**config.mk**
```make
export PLATFORM = sky130hd
export DESIGN_NAME = adcctl_top
export DESIGN_NICKNAME = d
export VERILOG_FILES = /design/src/core/adcctl_pkg.sv /design/src/core/adcctl_tick_if.sv /design/src/core/adcctl_prescaler.sv /design/src/core/adcctl_top.sv
export SDC_FILE = /design/constraint.sdc
export NUM_CORES = 1
export LEC_CHECK = 0
export BUFFER_PORTS_ARGS = -buffer_cell sky130_fd_sc_hd__buf_2
export CAP_MARGIN = 10
export CORE_MARGIN = 1.5
export CORE_UTILIZATION = 25
export CTS_CLUSTER_DIAMETER = 50
export CTS_CLUSTER_SIZE = 12
export DETAILED_ROUTE_END_ITERATION = 16
export GPL_TIMING_DRIVEN = 0
export PLACE_DENSITY = 0.51
export RECOVER_POWER = 25
export REMOVE_ABC_BUFFERS = 1
export SLEW_MARGIN = 20
export SYNTH_ARGS = -nofsm -noshare
export SYNTH_HDL_FRONTEND = slang
export SYNTH_HIERARCHICAL = 1
export SYNTH_SLANG_ARGS = --single-unit
```
**constraint.sdc**
```tcl
create_clock -name sys_clk_i -period 4.3 [get_ports sys_clk_i]
set_input_delay 0.86 -clock sys_clk_i [delete_from_list [all_inputs] [get_ports sys_clk_i]]
set_output_delay 0.86 -clock sys_clk_i [all_outputs]
set_load 0.02 [all_outputs]
```
**src/core/adcctl_pkg.sv**
```systemverilog
// Package for the converter control block: register map, fields, codes.
// Assumes a 32-bit classic Wishbone slave with word-aligned registers.
package adcctl_pkg;
  // Register byte offsets.
  localparam logic [3:0] ADCCTL_OFS_CTRL = 4'h0;
  localparam logic [3:0] ADCCTL_OFS_RESULT = 4'h4;
  localparam logic [3:0] ADCCTL_OFS_CLKDIV = 4'h8;
  localparam logic [3:0] ADCCTL_OFS_IRQ_STATUS = 4'hC;
  localparam logic [3:0] ADCCTL_OFS_IRQ_MASK = 4'h0;
  localparam logic [4:0] ADCCTL_OFS_MASK_WORD = 5'h10;
  // Control register field positions.
  localparam int ADCCTL_DONE_BIT = 7;
  localparam int ADCCTL_IEN_BIT = 6;
  localparam int ADCCTL_CONT_BIT = 5;
  // Channel codes.
  localparam logic [4:0] ADCCTL_CH_LAST_INPUT = 5'h06;
  localparam logic [4:0] ADCCTL_CH_REF_HIGH = 5'h1D;
  localparam logic [4:0] ADCCTL_CH_REF_LOW = 5'h1E;
  localparam logic [4:0] ADCCTL_CH_POWER_OFF = 5'h1F;
  // Reset values.
  localparam logic [7:0] ADCCTL_CTRL_RESET = 8'h1F;
  localparam logic [2:0] ADCCTL_DIV_RESET = 3'h0;
  // Converter clock cycles per conversion.
  localparam logic [4:0] ADCCTL_CONV_CYCLES = 5'h10;
endpackage

```
**src/core/adcctl_tick_if.sv**
```systemverilog
// Interface carrying the converter clock tick between prescaler and core.
// Assumes both ends sit on sys_clk_i.
`timescale 1ns/1ps
interface adcctl_tick_if;
  logic [2:0] prescale_field;
  logic restart;
  logic tick;
  modport src (input prescale_field, input restart, output tick);
  modport dst (output prescale_field, output restart, input tick);
endinterface

```
**src/core/adcctl_prescaler.sv**
```systemverilog
// Prescaler: divides the bus clock into one-cycle converter ticks.
// Assumes synchronous active-high reset on the same clock.
`timescale 1ns/1ps
module adcctl_prescaler
  import adcctl_pkg::*;
(
  // Clock and reset.
  input wire logic sys_clk_i,
  input wire logic rst_i,
  // Tick link.
  adcctl_tick_if.src tk
);
  logic [3:0] count;
  logic [3:0] limit;
  // Codes with the top bit set all divide by sixteen.
  assign limit = tk.prescale_field[2] ? 4'hF :
                 4'((4'h1 << tk.prescale_field[1:0]) - 4'h1);

  // Count restarts with each conversion so the period begins cleanly.
  always_ff @(posedge sys_clk_i) begin
    if (rst_i || tk.restart || count >= limit) begin
      count <= 4'h0;
    end else begin
      count <= count + 4'h1;
    end
  end

  assign tk.tick = !rst_i && !tk.restart && (count >= limit);
endmodule

```
**src/core/adcctl_top.sv**
```systemverilog
// Converter control logic: registers, sequencer, interrupt, pin override.
// Assumes classic Wishbone on sys_clk_i and an analog core that latches
// its sample on each converter tick and offers an 8-bit code at the end.
// Timing of one conversion, as seen from the register bus:
// The control write is taken on the edge at which the request is seen.
// On that edge the sequencer enters its converting state.
// The prescaler count is cleared on the same edge.
// This means the first converter tick comes one divider period later.
// Sixteen ticks make one conversion; the sixteenth tick is its end.
// At that end edge the result is loaded and the flag or request is set.
// The busy output covers the end edge as well.
// This lets the analog side see its last tick while still marked busy.
// In continuous mode the next conversion follows without a gap.
// A power-off write ends a conversion with no result; a stop request does too, unless it comes on the last tick, which still loads the result.
// Hazard: a write and a completion in one cycle favour the write.
// That way the new settings are never mixed with a stale result.
// Limitation: the done flag reports only the latest conversion.
//
// Our own choices: the Wishbone slave port and the register offsets.
`timescale 1ns/1ps
module adcctl_top
  import adcctl_pkg::*;
#(
  parameter int PIN_COUNT = 7
) (
  // Clock and reset.
  input wire logic sys_clk_i,
  input wire logic rst_i,
  // Wishbone slave.
  input wire logic cyc_i,
  input wire logic stb_i,
  input wire logic we_i,
  input wire logic [4:0] adr_i,
  input wire logic [3:0] sel_i,
  input wire logic [31:0] dat_i,
  output logic [31:0] dat_o,
  output logic ack_o,
  // Interrupt.
  output logic irq_o,
  // Low-power stop request.
  input wire logic stop_mode_i,
  // Analog core.
  input wire logic [7:0] analog_result_i,
  output logic [4:0] mux_select_o,
  output logic analog_power_o,
  output logic sample_tick_o,
  output logic conv_active_o,
  // Port pin override.
  input wire logic [PIN_COUNT-1:0] port_in_i,
  output logic [PIN_COUNT-1:0] pin_is_analog_o,
  output logic [PIN_COUNT-1:0] port_read_o
);
  initial begin
    if (PIN_COUNT < 1 || PIN_COUNT > 7) begin
      $error("PIN_COUNT must be 1 to 7");
    end
  end

  typedef enum logic [2:0] {
    ADCCTL_IDLE = 3'b001,
    ADCCTL_CONV = 3'b010,
    ADCCTL_OFF = 3'b100
  } adcctl_state_t;

  adcctl_state_t state;
  adcctl_state_t next_state;
  logic conv_irq_enable;
  logic continuous_mode_bit;
  logic conv_done_flag;
  logic irq_req;
  logic [4:0] channel_select_field;
  logic [2:0] prescale_field;
  logic [7:0] conv_result;
  logic [4:0] tick_count;
  logic [1:0] irq_status;
  logic [1:0] irq_mask;
  logic pending;
  logic [PIN_COUNT-1:0] port_s1;
  logic [PIN_COUNT-1:0] port_s2;
  logic [PIN_COUNT-1:0] port_s3;
  logic [PIN_COUNT-1:0] port_stable;

  adcctl_tick_if tk ();

  adcctl_prescaler u_pre (
    .sys_clk_i(sys_clk_i),
    .rst_i(rst_i),
    .tk(tk)
  );

  // Bus decode; ack is a single cycle answer one edge after the request.
  wire bus_req = cyc_i && stb_i && !ack_o;
  wire lane0 = sel_i[0];
  wire wr_ctrl = bus_req && we_i && lane0 && adr_i == {1'b0, ADCCTL_OFS_CTRL};
  wire wr_div = bus_req && we_i && lane0 &&
                adr_i == {1'b0, ADCCTL_OFS_CLKDIV};
  wire wr_mask = bus_req && we_i && lane0 && adr_i == ADCCTL_OFS_MASK_WORD;
  wire rd_result = bus_req && !we_i &&
                   adr_i == {1'b0, ADCCTL_OFS_RESULT};
  wire rd_status = bus_req && !we_i &&
                   adr_i == {1'b0, ADCCTL_OFS_IRQ_STATUS};
  wire [4:0] new_ch = dat_i[4:0];
  wire stopped = stop_mode_i;
  wire power_off = channel_select_field == ADCCTL_CH_POWER_OFF;
  wire last_tick = tk.tick &&
                   tick_count == 5'(ADCCTL_CONV_CYCLES - 5'h1);
  wire conv_end = state == ADCCTL_CONV && last_tick && !wr_ctrl;
  // A control write restarts unless it selects power-off or stop is requested, carrying the new channel and mode.
  wire start = wr_ctrl && new_ch != ADCCTL_CH_POWER_OFF && !stopped;
  wire [7:0] ctrl_read = {conv_done_flag, conv_irq_enable,
                          continuous_mode_bit, channel_select_field};
  // Busy through the end edge, unless a stop cuts the conversion short.
  // Ticks are only shown while busy, so no tick leaks past an abort.
  wire busy_next = next_state == ADCCTL_CONV ||
                   (conv_end && !stopped);

  // Sequencer next state.
  always_comb begin
    next_state = state;
    unique case (state)
      ADCCTL_IDLE: begin
        if (start) begin
          next_state = ADCCTL_CONV;
        end else if (power_off) begin
          next_state = ADCCTL_OFF;
        end
      end
      ADCCTL_CONV: begin
        if (stopped || (wr_ctrl && !start)) begin
          next_state = ADCCTL_IDLE;
        end else if (conv_end && !continuous_mode_bit) begin
          next_state = ADCCTL_IDLE;
        end
      end
      ADCCTL_OFF: begin
        if (start) begin
          next_state = ADCCTL_CONV;
        end else if (!power_off) begin
          next_state = ADCCTL_IDLE;
        end
      end
      default: next_state = ADCCTL_IDLE;
    endcase
  end

  // The prescaler restarts whenever a fresh conversion begins.
  assign tk.prescale_field = prescale_field;
  assign tk.restart = start || (state != ADCCTL_CONV);

  // Sequencer state and tick counter; continuous mode wraps the count.
  always_ff @(posedge sys_clk_i) begin
    if (rst_i) begin
      state <= ADCCTL_OFF;
      tick_count <= 5'h00;
    end else begin
      state <= next_state;
      if (start || conv_end) begin
        tick_count <= 5'h00;
      end else if (state == ADCCTL_CONV && tk.tick) begin
        tick_count <= tick_count + 5'h01;
      end
    end
  end

  // Control fields; reset leaves interrupts off and single mode.
  always_ff @(posedge sys_clk_i) begin
    if (rst_i) begin
      conv_irq_enable <= 1'b0;
      continuous_mode_bit <= 1'b0;
      channel_select_field <= ADCCTL_CTRL_RESET[4:0];
      prescale_field <= ADCCTL_DIV_RESET;
    end else begin
      if (wr_ctrl) begin
        conv_irq_enable <= dat_i[ADCCTL_IEN_BIT];
        continuous_mode_bit <= dat_i[ADCCTL_CONT_BIT];
        channel_select_field <= new_ch;
      end
      if (wr_div) begin
        prescale_field <= dat_i[7:5];
      end
    end
  end

  // Result register; unused channel codes convert whatever the core
  // returns, so the value is undefined for those codes.
  always_ff @(posedge sys_clk_i) begin
    if (rst_i) begin
      conv_result <= 8'h00;
    end else if (conv_end) begin
      conv_result <= analog_result_i;
    end
  end

  // Done flag and converter request; a new completion beats a clear.
  always_ff @(posedge sys_clk_i) begin
    if (rst_i) begin
      conv_done_flag <= 1'b0;
      irq_req <= 1'b0;
    end else begin
      if (conv_end && !conv_irq_enable) begin
        conv_done_flag <= 1'b1;
      end else if (wr_ctrl || rd_result) begin
        conv_done_flag <= 1'b0;
      end
      if (conv_end && conv_irq_enable) begin
        irq_req <= 1'b1;
      end else if (wr_ctrl || rd_result) begin
        irq_req <= 1'b0;
      end
    end
  end

  // Sticky status: bit0 completion, bit1 request; a read clears both.
  wire [1:0] events = {conv_end && conv_irq_enable, conv_end};
  always_ff @(posedge sys_clk_i) begin
    if (rst_i) begin
      irq_status <= 2'h0;
      irq_mask <= 2'h0;
    end else begin
      irq_status <= events | (rd_status ? 2'h0 : irq_status);
      if (wr_mask) begin
        irq_mask <= dat_i[1:0];
      end
    end
  end

  // The request level stays until its clear, so it feeds the output too.
  assign pending = |(irq_status & irq_mask) || irq_req;

  // Read mux; unmapped words read zero and still acknowledge.
  logic [31:0] next_dat;
  always_comb begin
    next_dat = 32'h0000_0000;
    if (adr_i == {1'b0, ADCCTL_OFS_CTRL}) begin
      next_dat = {24'h000000, ctrl_read};
    end else if (adr_i == {1'b0, ADCCTL_OFS_RESULT}) begin
      next_dat = {24'h000000, conv_result};
    end else if (adr_i == {1'b0, ADCCTL_OFS_CLKDIV}) begin
      next_dat = {24'h000000, prescale_field, 5'h00};
    end else if (adr_i == {1'b0, ADCCTL_OFS_IRQ_STATUS}) begin
      next_dat = {30'h0, irq_status};
    end else if (adr_i == ADCCTL_OFS_MASK_WORD) begin
      next_dat = {30'h0, irq_mask};
    end
  end

  // Bus answer and converter outputs, all from flip-flops.
  always_ff @(posedge sys_clk_i) begin
    if (rst_i) begin
      ack_o <= 1'b0;
      dat_o <= 32'h0000_0000;
      irq_o <= 1'b0;
      mux_select_o <= ADCCTL_CH_POWER_OFF;
      analog_power_o <= 1'b0;
      sample_tick_o <= 1'b0;
      conv_active_o <= 1'b0;
    end else begin
      ack_o <= bus_req;
      dat_o <= bus_req && !we_i ? next_dat : 32'h0000_0000;
      irq_o <= pending;
      mux_select_o <= wr_ctrl ? new_ch : channel_select_field;
      analog_power_o <= next_state != ADCCTL_OFF && !stopped;
      // Gating by busy keeps the power-off and stop cases tick free.
      sample_tick_o <= state == ADCCTL_CONV && tk.tick && busy_next;
      conv_active_o <= busy_next;
    end
  end

  // Three-stage pin synchroniser; a change counts once stages two and
  // three agree, and the first stage feeds only the second.
  always_ff @(posedge sys_clk_i) begin
    if (rst_i) begin
      port_s1 <= '0;
      port_s2 <= '0;
      port_s3 <= '0;
      port_stable <= '0;
    end else begin
      port_s1 <= port_in_i;
      port_s2 <= port_s1;
      port_s3 <= port_s2;
      port_stable <= (port_s2 & port_s3) | (port_stable & (port_s2 | port_s3));
    end
  end

  // Per pin override: the selected pin belongs to the converter.
  // Ownership follows the stored channel, so it moves one edge after the write edge.
  // A converter in its power-off state owns no pin; all pins read as digital.
  // Limitation: an owned pin reads zero even if its level is high.
  genvar gi;
  generate
    for (gi = 0; gi < PIN_COUNT; gi++) begin : g_pin
      wire sel_here = channel_select_field == 5'(gi) &&
                      state != ADCCTL_OFF;
      always_ff @(posedge sys_clk_i) begin
        if (rst_i) begin
          pin_is_analog_o[gi] <= 1'b0;
          port_read_o[gi] <= 1'b0;
        end else begin
          pin_is_analog_o[gi] <= sel_here;
          port_read_o[gi] <= sel_here ? 1'b0 : port_stable[gi];
        end
      end
    end
  endgenerate
endmodule

```
==> impl_results.md, run 1 <==
* Worst EP required at 4.54 ns
* Reg area at 1820 um^2
* Initial antenna violation count at 4
* Rows at 44
* Register area share after synthesis at about 49%
* WHS at 0.435 ns
* Number of gates resized after CTS at 0
* Commonest register cell after synthesis: dfxtp_1
* # clock sinks at 91
* Largest cells by area after synthesis: dfxtp_1 49%, buf_4 4.8%, a21oi_1 4.2%, nor2b_1 3.9%, nand2_1 3.1%
* Crit-path cells: buf_2 > nor4_4 > and4_4 > nand2_1 > nand3_1 > nor3b_1 > and4bb_2 > nand2_1 > nor2_1 > nor4_1
* DIE HEIGHT at 125 um
* Critical Path Max Stage Delay at 0.52 ns
* Max transition margin at between 40% and 50%
* Reg2Reg Depth at 9
* Worst-margin pin slew at 0.798 ns
* CP bufs+invs at 1
* Launch point of the worst reg-to-reg path: prescale_field[1]$_SDFFE_PP0P_
* Vias per cell at 4.47
* Post-synth top area cell: dfxtp_1
* # fillers at 1541
* Final setup viols at 0
* Pwr Density at 419 nW/um^2
* Buffers on Ports at 66
* Final critical-path required period at 3.40 ns
* Layout cells sized above 1 at 20.1%
* Post-synth cell types at 51
* HPWL after DPL at 6030 um
* RD Place Congestion at 0.741
* Clock root buffer: clkbuf_16
* Pins over their slew limit at 0
* Max Freq at slightly below 300 MHz
* Area of the core at 14500 um^2
* Fin crit share at 79.2%
* Synthesis Warnings at 6
* Worst setup SP type: primary input
* CTS Hold Bufs at 0
* Top Family by Delay on Critical Path: simple AND/OR/NAND/NOR gates
* Max Cap Viol at 0
* Global-route usage over all layers at 11.0%
* Max VDD drop at 0.000187 V
* First DRT Iteration DRCs at 176
* Clock latency on the worst-skew pair at 0.34 ns
* CP Class: primary input to register
* Cell mode on critical path: nand2_1
* CTS tree: done
* WL/cell at ~13 um
* First-pass GRT wire length at 13700 um
* Clock-pin slew on the worst setup and hold paths at 0.06 ns
* Largest net degree at the start of global routing at between 80 and 90
* Worst reg2reg setup slack at 1.37 ns
* Most frequent cell after synthesis: dfxtp_1
* Post-synth EDFFs at 0
* Total wire length at 8330 um
* Remaining DRCs at 0
* Detailed-route via count at 2899
* Post-place setup slack at approximately 0.49 ns
* Seq cells post-synth at 91
* Hold Path End: port_s2[1]$_SDFF_PP0_
* Clock Path Buffers at 2
* Final number of hold-violating endpoints at 0
* Post-DP Area at 4120 um^2
* Finished layout cell area at 4440 um^2
* Multi-input gate area at 1690 um^2
* RSZ-0062 raised after global routing: no
* Die ar. at 15600 um^2
* Post-CTS Setup Inserts at 0
* Critical path data arrival time at between 3 and 4 ns
* Area grow syn2layout at 19.2%
* Crit end category: register
* Vias in the first global route at 2678
* Share of the synthesized area in the top cell type at 48.9%
* Asr flop ratio synth at 0%
* TritonCTS Buffers at 9
* Final global-route overflow total at 0
* Hold Path Depth at 1
* Clock skew at 0.00432 ns
* Net count, final at roughly 530
* Pre-antenna DRT Iters at 4
* Average cell area after synthesis at just over 9 um^2
* Setup TNS at 0 ns
* Post-synth top cells: 91 x dfxtp_1, 31 x a21oi_1, 31 x nand2_1
* Hold_sp: port_s1[1]$_SDFF_PP0_
* HP Class: register to register
* Worst Path Max Fanout at 22
* Mapped Area at 3720 um^2
* Worst reg2reg endpoint: conv_active_o$_SDFF_PP0_
* Mapped Cells at ~400
* DP Cell Count at 631
* Non-Filler Instances at between 600 and 700
* H-tree depth at 3
* Initial Util at 25.6%
* DRT antenna net count at 0
* DIE WIDTH at between 100 and 150 um
* Status: finished clean
* IO Pins at 118
* Slowest CP cell: nor4_4
* P_leak at 1.70 nW
* Setup slack after layout at 0.896 ns
## layout by cell type, fill, tap and decap left out, types with 5 or more instances in the layout
cell type and count:
a22oi_1 5, or3_1 5, a21oi_1 31, o2bb2ai_1 5, inv_1 10, nor3_1 6
nand2_1 31, mux2i_1 10, nand3b_1 7, o21ai_0 16, buf_2 65, nand3_1 15
nand2b_1 9, nor2b_1 23, clkbuf_16 9, and2_1 5, ha_1 7, nor2_1 29
nor4_1 9, dfxtp_1 91, conb_1 24
## how the worst max path moves through the flow
stage	slack (ns)	start	to	depth (start not counted)
floorplan	1.40	adr_i[4]	state[0]$_SDFF_PP0_	9
CTS	0.87	adr_i[4]	tick_count[2]$_SDFFE_PP0P_	10
global placement	0.55	adr_i[4]	tick_count[0]$_SDFFE_PP0P_	10
global route	0.64	adr_i[4]	tick_count[3]$_SDFFE_PP0P_	10
detailed placement	0.49	adr_i[4]	tick_count[2]$_SDFFE_PP0P_	10
finish	0.90	adr_i[4]	tick_count[2]$_SDFFE_PP0P_	10
## routing by layer
layer,track usage [%],share of wire [%]
met5,0,0.28
met4,4.61,2.1
met2,16.1,44
met3,4.92,7.7
met1,14.1,46
## flip-flops by register name, indices dropped and copies added, names as in the netlist, 2 cells and up
| name | flops |
|---|---|
| port_s3 | 7 |
| tick_count | 5 |
| port_s2 | 7 |
| port_stable | 7 |
| port_s1 | 7 |
| u_pre/count | 4 |
| irq_status | 2 |
| mux_select_o | 5 |
| dat_o | 8 |
| conv_result | 8 |
| prescale_field | 3 |
| irq_mask | 2 |
| state | 3 |
| pin_is_analog_o | 7 |
| port_read_o | 7 |
## where the power goes
part | switching (W) | total, W | internal (W)
registers | 0.0000152 | 0.000878 | 0.000862
clock network | 0.000324 | 0.000834 | 0.000510
logic | 0.0000961 | 0.000147 | 0.0000513
total | 0.000436 | 0.00186 | 0.00142
## layout make-up
class / instances / share of cell area [%]
clock buffers: 10 / 5.16
repair buffers: 66 / 7.50
clock inverters: 6 / 2.03
inverters: 10 / 0.846
multi-input cells: 280 / 38.1
diodes: 2 / 0.113
flip-flops and latches: 91 / 41.0
well taps: 184 / 5.19
## worst register-to-register path: stages (launching register included)
cell and delay, ns:
dfxtp_1 0.35, or3_1 0.36, ha_1 0.29, nor3b_2 0.05, o21ai_2 0.24, nor3b_1 0.28
and4bb_2 0.41, nand2_1 0.28, or3_1 0.41, a31oi_1 0.18
## stage by stage
step                total power (W)  util (%)
floorplan                  0.000985         -
global placement            0.00104      28.3
detailed placement          0.00104      28.3
CTS                         0.00188      30.5
global route                0.00194      30.5
finish                      0.00186      30.5
## cell families (layout without fill, tap and decap cells)
group                      Yosys count  in the layout  share of synthesized area [%]
muxes                               10             10                           2.69
DFF                                 91             91                           48.9
adders and majority gates            7              7                           2.35
AOI/OAI and AO/OA                   73             73                           11.8
xor gates and xnor gates             7              7                           1.65
and+or+nand+nor                    159            159                           24.5
other                                1             26                          0.101
buffers and inverters               50             92                           7.93
Note: power is estimated with default switching activity, not from simulation.
==> run 2, diff against run 1 <==
--- a/config.mk
+++ b/config.mk
@@ -5,6 +5,7 @@
 export SDC_FILE = /design/constraint.sdc
 export NUM_CORES = 1
 export LEC_CHECK = 0
+export ABC_AREA = 1
 export BUFFER_PORTS_ARGS = -buffer_cell sky130_fd_sc_hd__buf_2
 export CAP_MARGIN = 10
 export CORE_MARGIN = 1.5
@@ -13,7 +14,7 @@
 export CTS_CLUSTER_SIZE = 12
 export DETAILED_ROUTE_END_ITERATION = 16
 export GPL_TIMING_DRIVEN = 0
-export PLACE_DENSITY = 0.51
+export PLACE_DENSITY = 0.53
 export RECOVER_POWER = 25
 export REMOVE_ABC_BUFFERS = 1
 export SLEW_MARGIN = 20
==> constraint.sdc (replaced) <==
create_clock -name sys_clk_i -period 2.8 [get_ports sys_clk_i]
set_input_delay 0.56 -clock sys_clk_i [delete_from_list [all_inputs] [get_ports sys_clk_i]]
set_output_delay 0.56 -clock sys_clk_i [all_outputs]
set_load 0.02 [all_outputs]
==> impl_results.md, run 2 <==
* CTS tree: done
* Finished layout cell area at 4420 um^2 (-0.37%)
* Antenna cells at 0 (-2)
* Commonest register cell after synthesis: dfxtp_1
* Final critical-path required period at 2.52 ns
* Initial Util at 25.5% (-0.11 points)
* Total wire length at 8290 um (-0.42%)
* Largest net degree at the start of global routing at 53 (-37%)
* Max Freq at 397 MHz
* First DRT Iteration DRCs at 144 (-18%)
* Crit end category: register
* Post-synth top area cell: dfxtp_1
* WL/cell at 11.5 um (-10%)
* Global-route usage over all layers at 11.3% (+0.31 points)
* Average cell area after synthesis at 7.94 um^2 (-15%)
* Pins over their slew limit at 0 (unchanged)
* Status: finished clean
* Worst setup SP type: primary input
* Clock skew at 0.00694 ns (+0.00262 ns)
* Mux share of post-synthesis cell area at 0% (-2.7 points)
* IO Pins at 118 (unchanged)
* Remaining DRCs at 0 (unchanged)
* Post-synth top cells: 91 x dfxtp_1, 79 x inv_1, 71 x nor2_1
* Layout cells sized above 1 at 19.5% (-0.57 points)
* Post-synthesis xor/xnor area fraction at 0.711% (-0.94 points)
* Max VDD drop at 0.000292 V (+57%)
* Largest family of logic cells by synthesized area: simple AND/OR/NAND/NOR gates
* Asr flop ratio synth at 0% (unchanged)
* Detailed-route via count at 2941 (+1.4%)
* Rows at 44 (unchanged)
* Area grow syn2layout at 19.7%
* Non-Filler Instances at 722 (+11%)
* Final setup viols at 0 (unchanged)
* Mapped Cells at 465 (+17%)
* Post-synth EDFFs at 0 (unchanged)
* Total Power at 0.00264 W (+42%)
* Fin crit share at 90.1%
* Worst EP required at 2.98 ns (-1.56 ns)
* Clock latency on the worst-skew pair at 0.35 ns (about the same)
* DIE HEIGHT at 125 um (-0.39%)
* Buffers on Ports at 66 (unchanged)
* Most frequent cells in the layout: 91 x dfxtp_1, 78 x inv_1, 71 x nor2_1
* Clock Path Buffers at 2 (unchanged)
* Post-Synth Adder-Cell Area at 2.37% (+0.019 points)
* DIE WIDTH at 125 um (-0.39%)
* RSZ-0062 raised after global routing: no
* Worst-margin pin slew at 0.939 ns (+0.141 ns)
* Max Cap Viol at 0 (unchanged)
* Synthesis Warnings at 6 (unchanged)
* TritonCTS Buffers at 9 (unchanged)
* First-pass GRT wire length at 13700 um (+0.26%)
* HPWL after DPL at 6200 um (+2.7%)
* H-tree depth at 3 (unchanged)
* Clock root buffer: clkbuf_16
* Synth Area in Simple Gates at 21.2% (-3.3 points)
* Post-synth cell types at 36 (-29%)
* Worst Path Max Fanout at 12 (-45%)
* Largest registers: conv_result: 8 flops, dat_o: 8 flops
* Mapped Area at 3690 um^2 (-0.81%)
* WHS at 0.405 ns (-0.0303 ns)
* Seq cells post-synth at 91 (unchanged)
* Pre-antenna DRT Iters at 4 (unchanged)
* Max transition margin at 37.4% (-9.2 points)
* Post-DP Area at 4110 um^2 (-0.15%)
* DRT antenna net count at 0 (unchanged)
* Die ar. at 15500 um^2 (-0.78%)
* # clock sinks at 91 (unchanged)
* Setup slack after layout at 0.278 ns (-0.618 ns)
* Post-place setup slack at -0.116 ns (-0.608 ns)
* Share of the synthesized area in the top cell type at 49.3% (+0.40 points)
* Post-synthesis compound-gate area fraction at 11.5% (-0.34 points)
* P_leak at 2.01 nW (+18%)
* Area of the core at 14500 um^2 (-0.38%)
* CTS Hold Bufs at 0 (unchanged)
* Critical path data arrival time at 2.70 ns (-0.94 ns)
* Clock-pin slew on the worst setup and hold paths at 0.06 ns (about the same)
* Register area share after synthesis at 49.3% (+0.40 points)
* DP Cell Count at 703 (+11%)
* Final number of hold-violating endpoints at 0 (unchanged)
* Vias per cell at 4.07 (-8.8%)
* RD Place Congestion at 0.761 (+2.6%)
* Final global-route overflow total at 0 (unchanged)
* # fillers at 1587 (+3.0%)
* Most frequent cell after synthesis: dfxtp_1
* Most common cell after layout, fill and taps aside: dfxtp_1
* Initial antenna violation count at 2 (-2)
* Pwr Density at 597 nW/um^2 (+42%)
* Largest cells by area after synthesis: dfxtp_1 49%, inv_1 8.0%, nor2_1 7.2%, buf_4 4.9%, nand2_1 4.8%
* HP Class: register to register
* Net count, final at 602 (+14%)
* CP Class: primary input to register
* Vias in the first global route at 2886 (+7.8%)
## run 2: changes by cell type after synthesis, moves of 9 or more
cell / previous run / this run
nor2_1: 29 / 71
nor2b_1: 23 / 0
inv_1: 10 / 79
nand2_1: 31 / 47
nand2b_1: 9 / 0
o21ai_0: 16 / 29
mux2i_1: 10 / 0
## run 2: repair_timing
item                                    4_1_cts  5_1_grt
gates resized for setup                       0        1
setup buffers                                 0        3
endpoints found under the setup margin        0        1
## run 2: worst paths after layout
path	slack, ns	to	startpoint	depth (start not counted)
hold reg to reg	0.40	port_s2[0]$_SDFF_PP0_	port_s1[0]$_SDFF_PP0_	2
setup reg to reg	0.35	sample_tick_o$_SDFF_PP0_	ack_o$_SDFF_PP0_	18
hold / removal	0.40	port_s2[0]$_SDFF_PP0_	port_s1[0]$_SDFF_PP0_	2
setup / recovery	0.28	sample_tick_o$_SDFF_PP0_	adr_i[1]	19
## run 2: cells by family (layout without fill, tap and decap cells)
family | Yosys count | count (layout)
adder cells (fa/ha/maj) | 7 | 7
buffers and inverters | 118 | 168
other | 1 | 24
AND/OR/NAND/NOR | 168 | 168
XOR/XNOR | 3 | 3
flip-flops | 91 | 91
AO/OA/AOI/OAI | 77 | 77
## run 2: cell type report
class	instances	area [um^2]	area share, %
clock inverter	4	31.3	0.707
tap	184	230	5.21
sequential	91	1820	41.2
inverter	83	318	7.19
timing repair buffer	69	353	7.98
multi-input combinational	279	1410	31.9
clock buffer	12	256	5.80
## run 2: per-layer routing
metal | global-route usage [%] | vias up | share of wire [%]
met5 | 0 | - | 0.18
met4 | 4.87 | 4 | 1.9
met3 | 4.21 | 16 | 5.9
met1 | 13.7 | 1306 | 48
met2 | 18.0 | 63 | 44
li1 | - | 1552 | -
## run 2: report_power, final
part	internal [W]	switching, W
clock network	0.000657	0.000513
logic	0.0000410	0.000108
registers	0.00131	0.00000715
## run 2: critical path, stage by stage
cell and delay (ns):
buf_2 0.11, nor2_4 0.19, nand2_4 0.09, nor2_8 0.18
nand2_4 0.12, inv_4 0.15, nand2_4 0.09, nand2_1 0.07
nor2_1 0.05, nand2_1 0.12, inv_1 0.05, nand2_1 0.06
nor2_1 0.05, nand2_2 0.23, clkinvlp_4 0.23, nand2_1 0.12
nand3_1 0.09, nand2_1 0.07, nor2_1 0.05
## run 2: metrics by stage
stage,utilization (%),setup TNS [ns]
2_1_floorplan,-,0
3_3_place_gp,28.4,-0.183
3_5_place_dp,28.4,-0.176
4_1_cts,30.4,0
5_1_grt,30.5,0
6_report,30.5,0
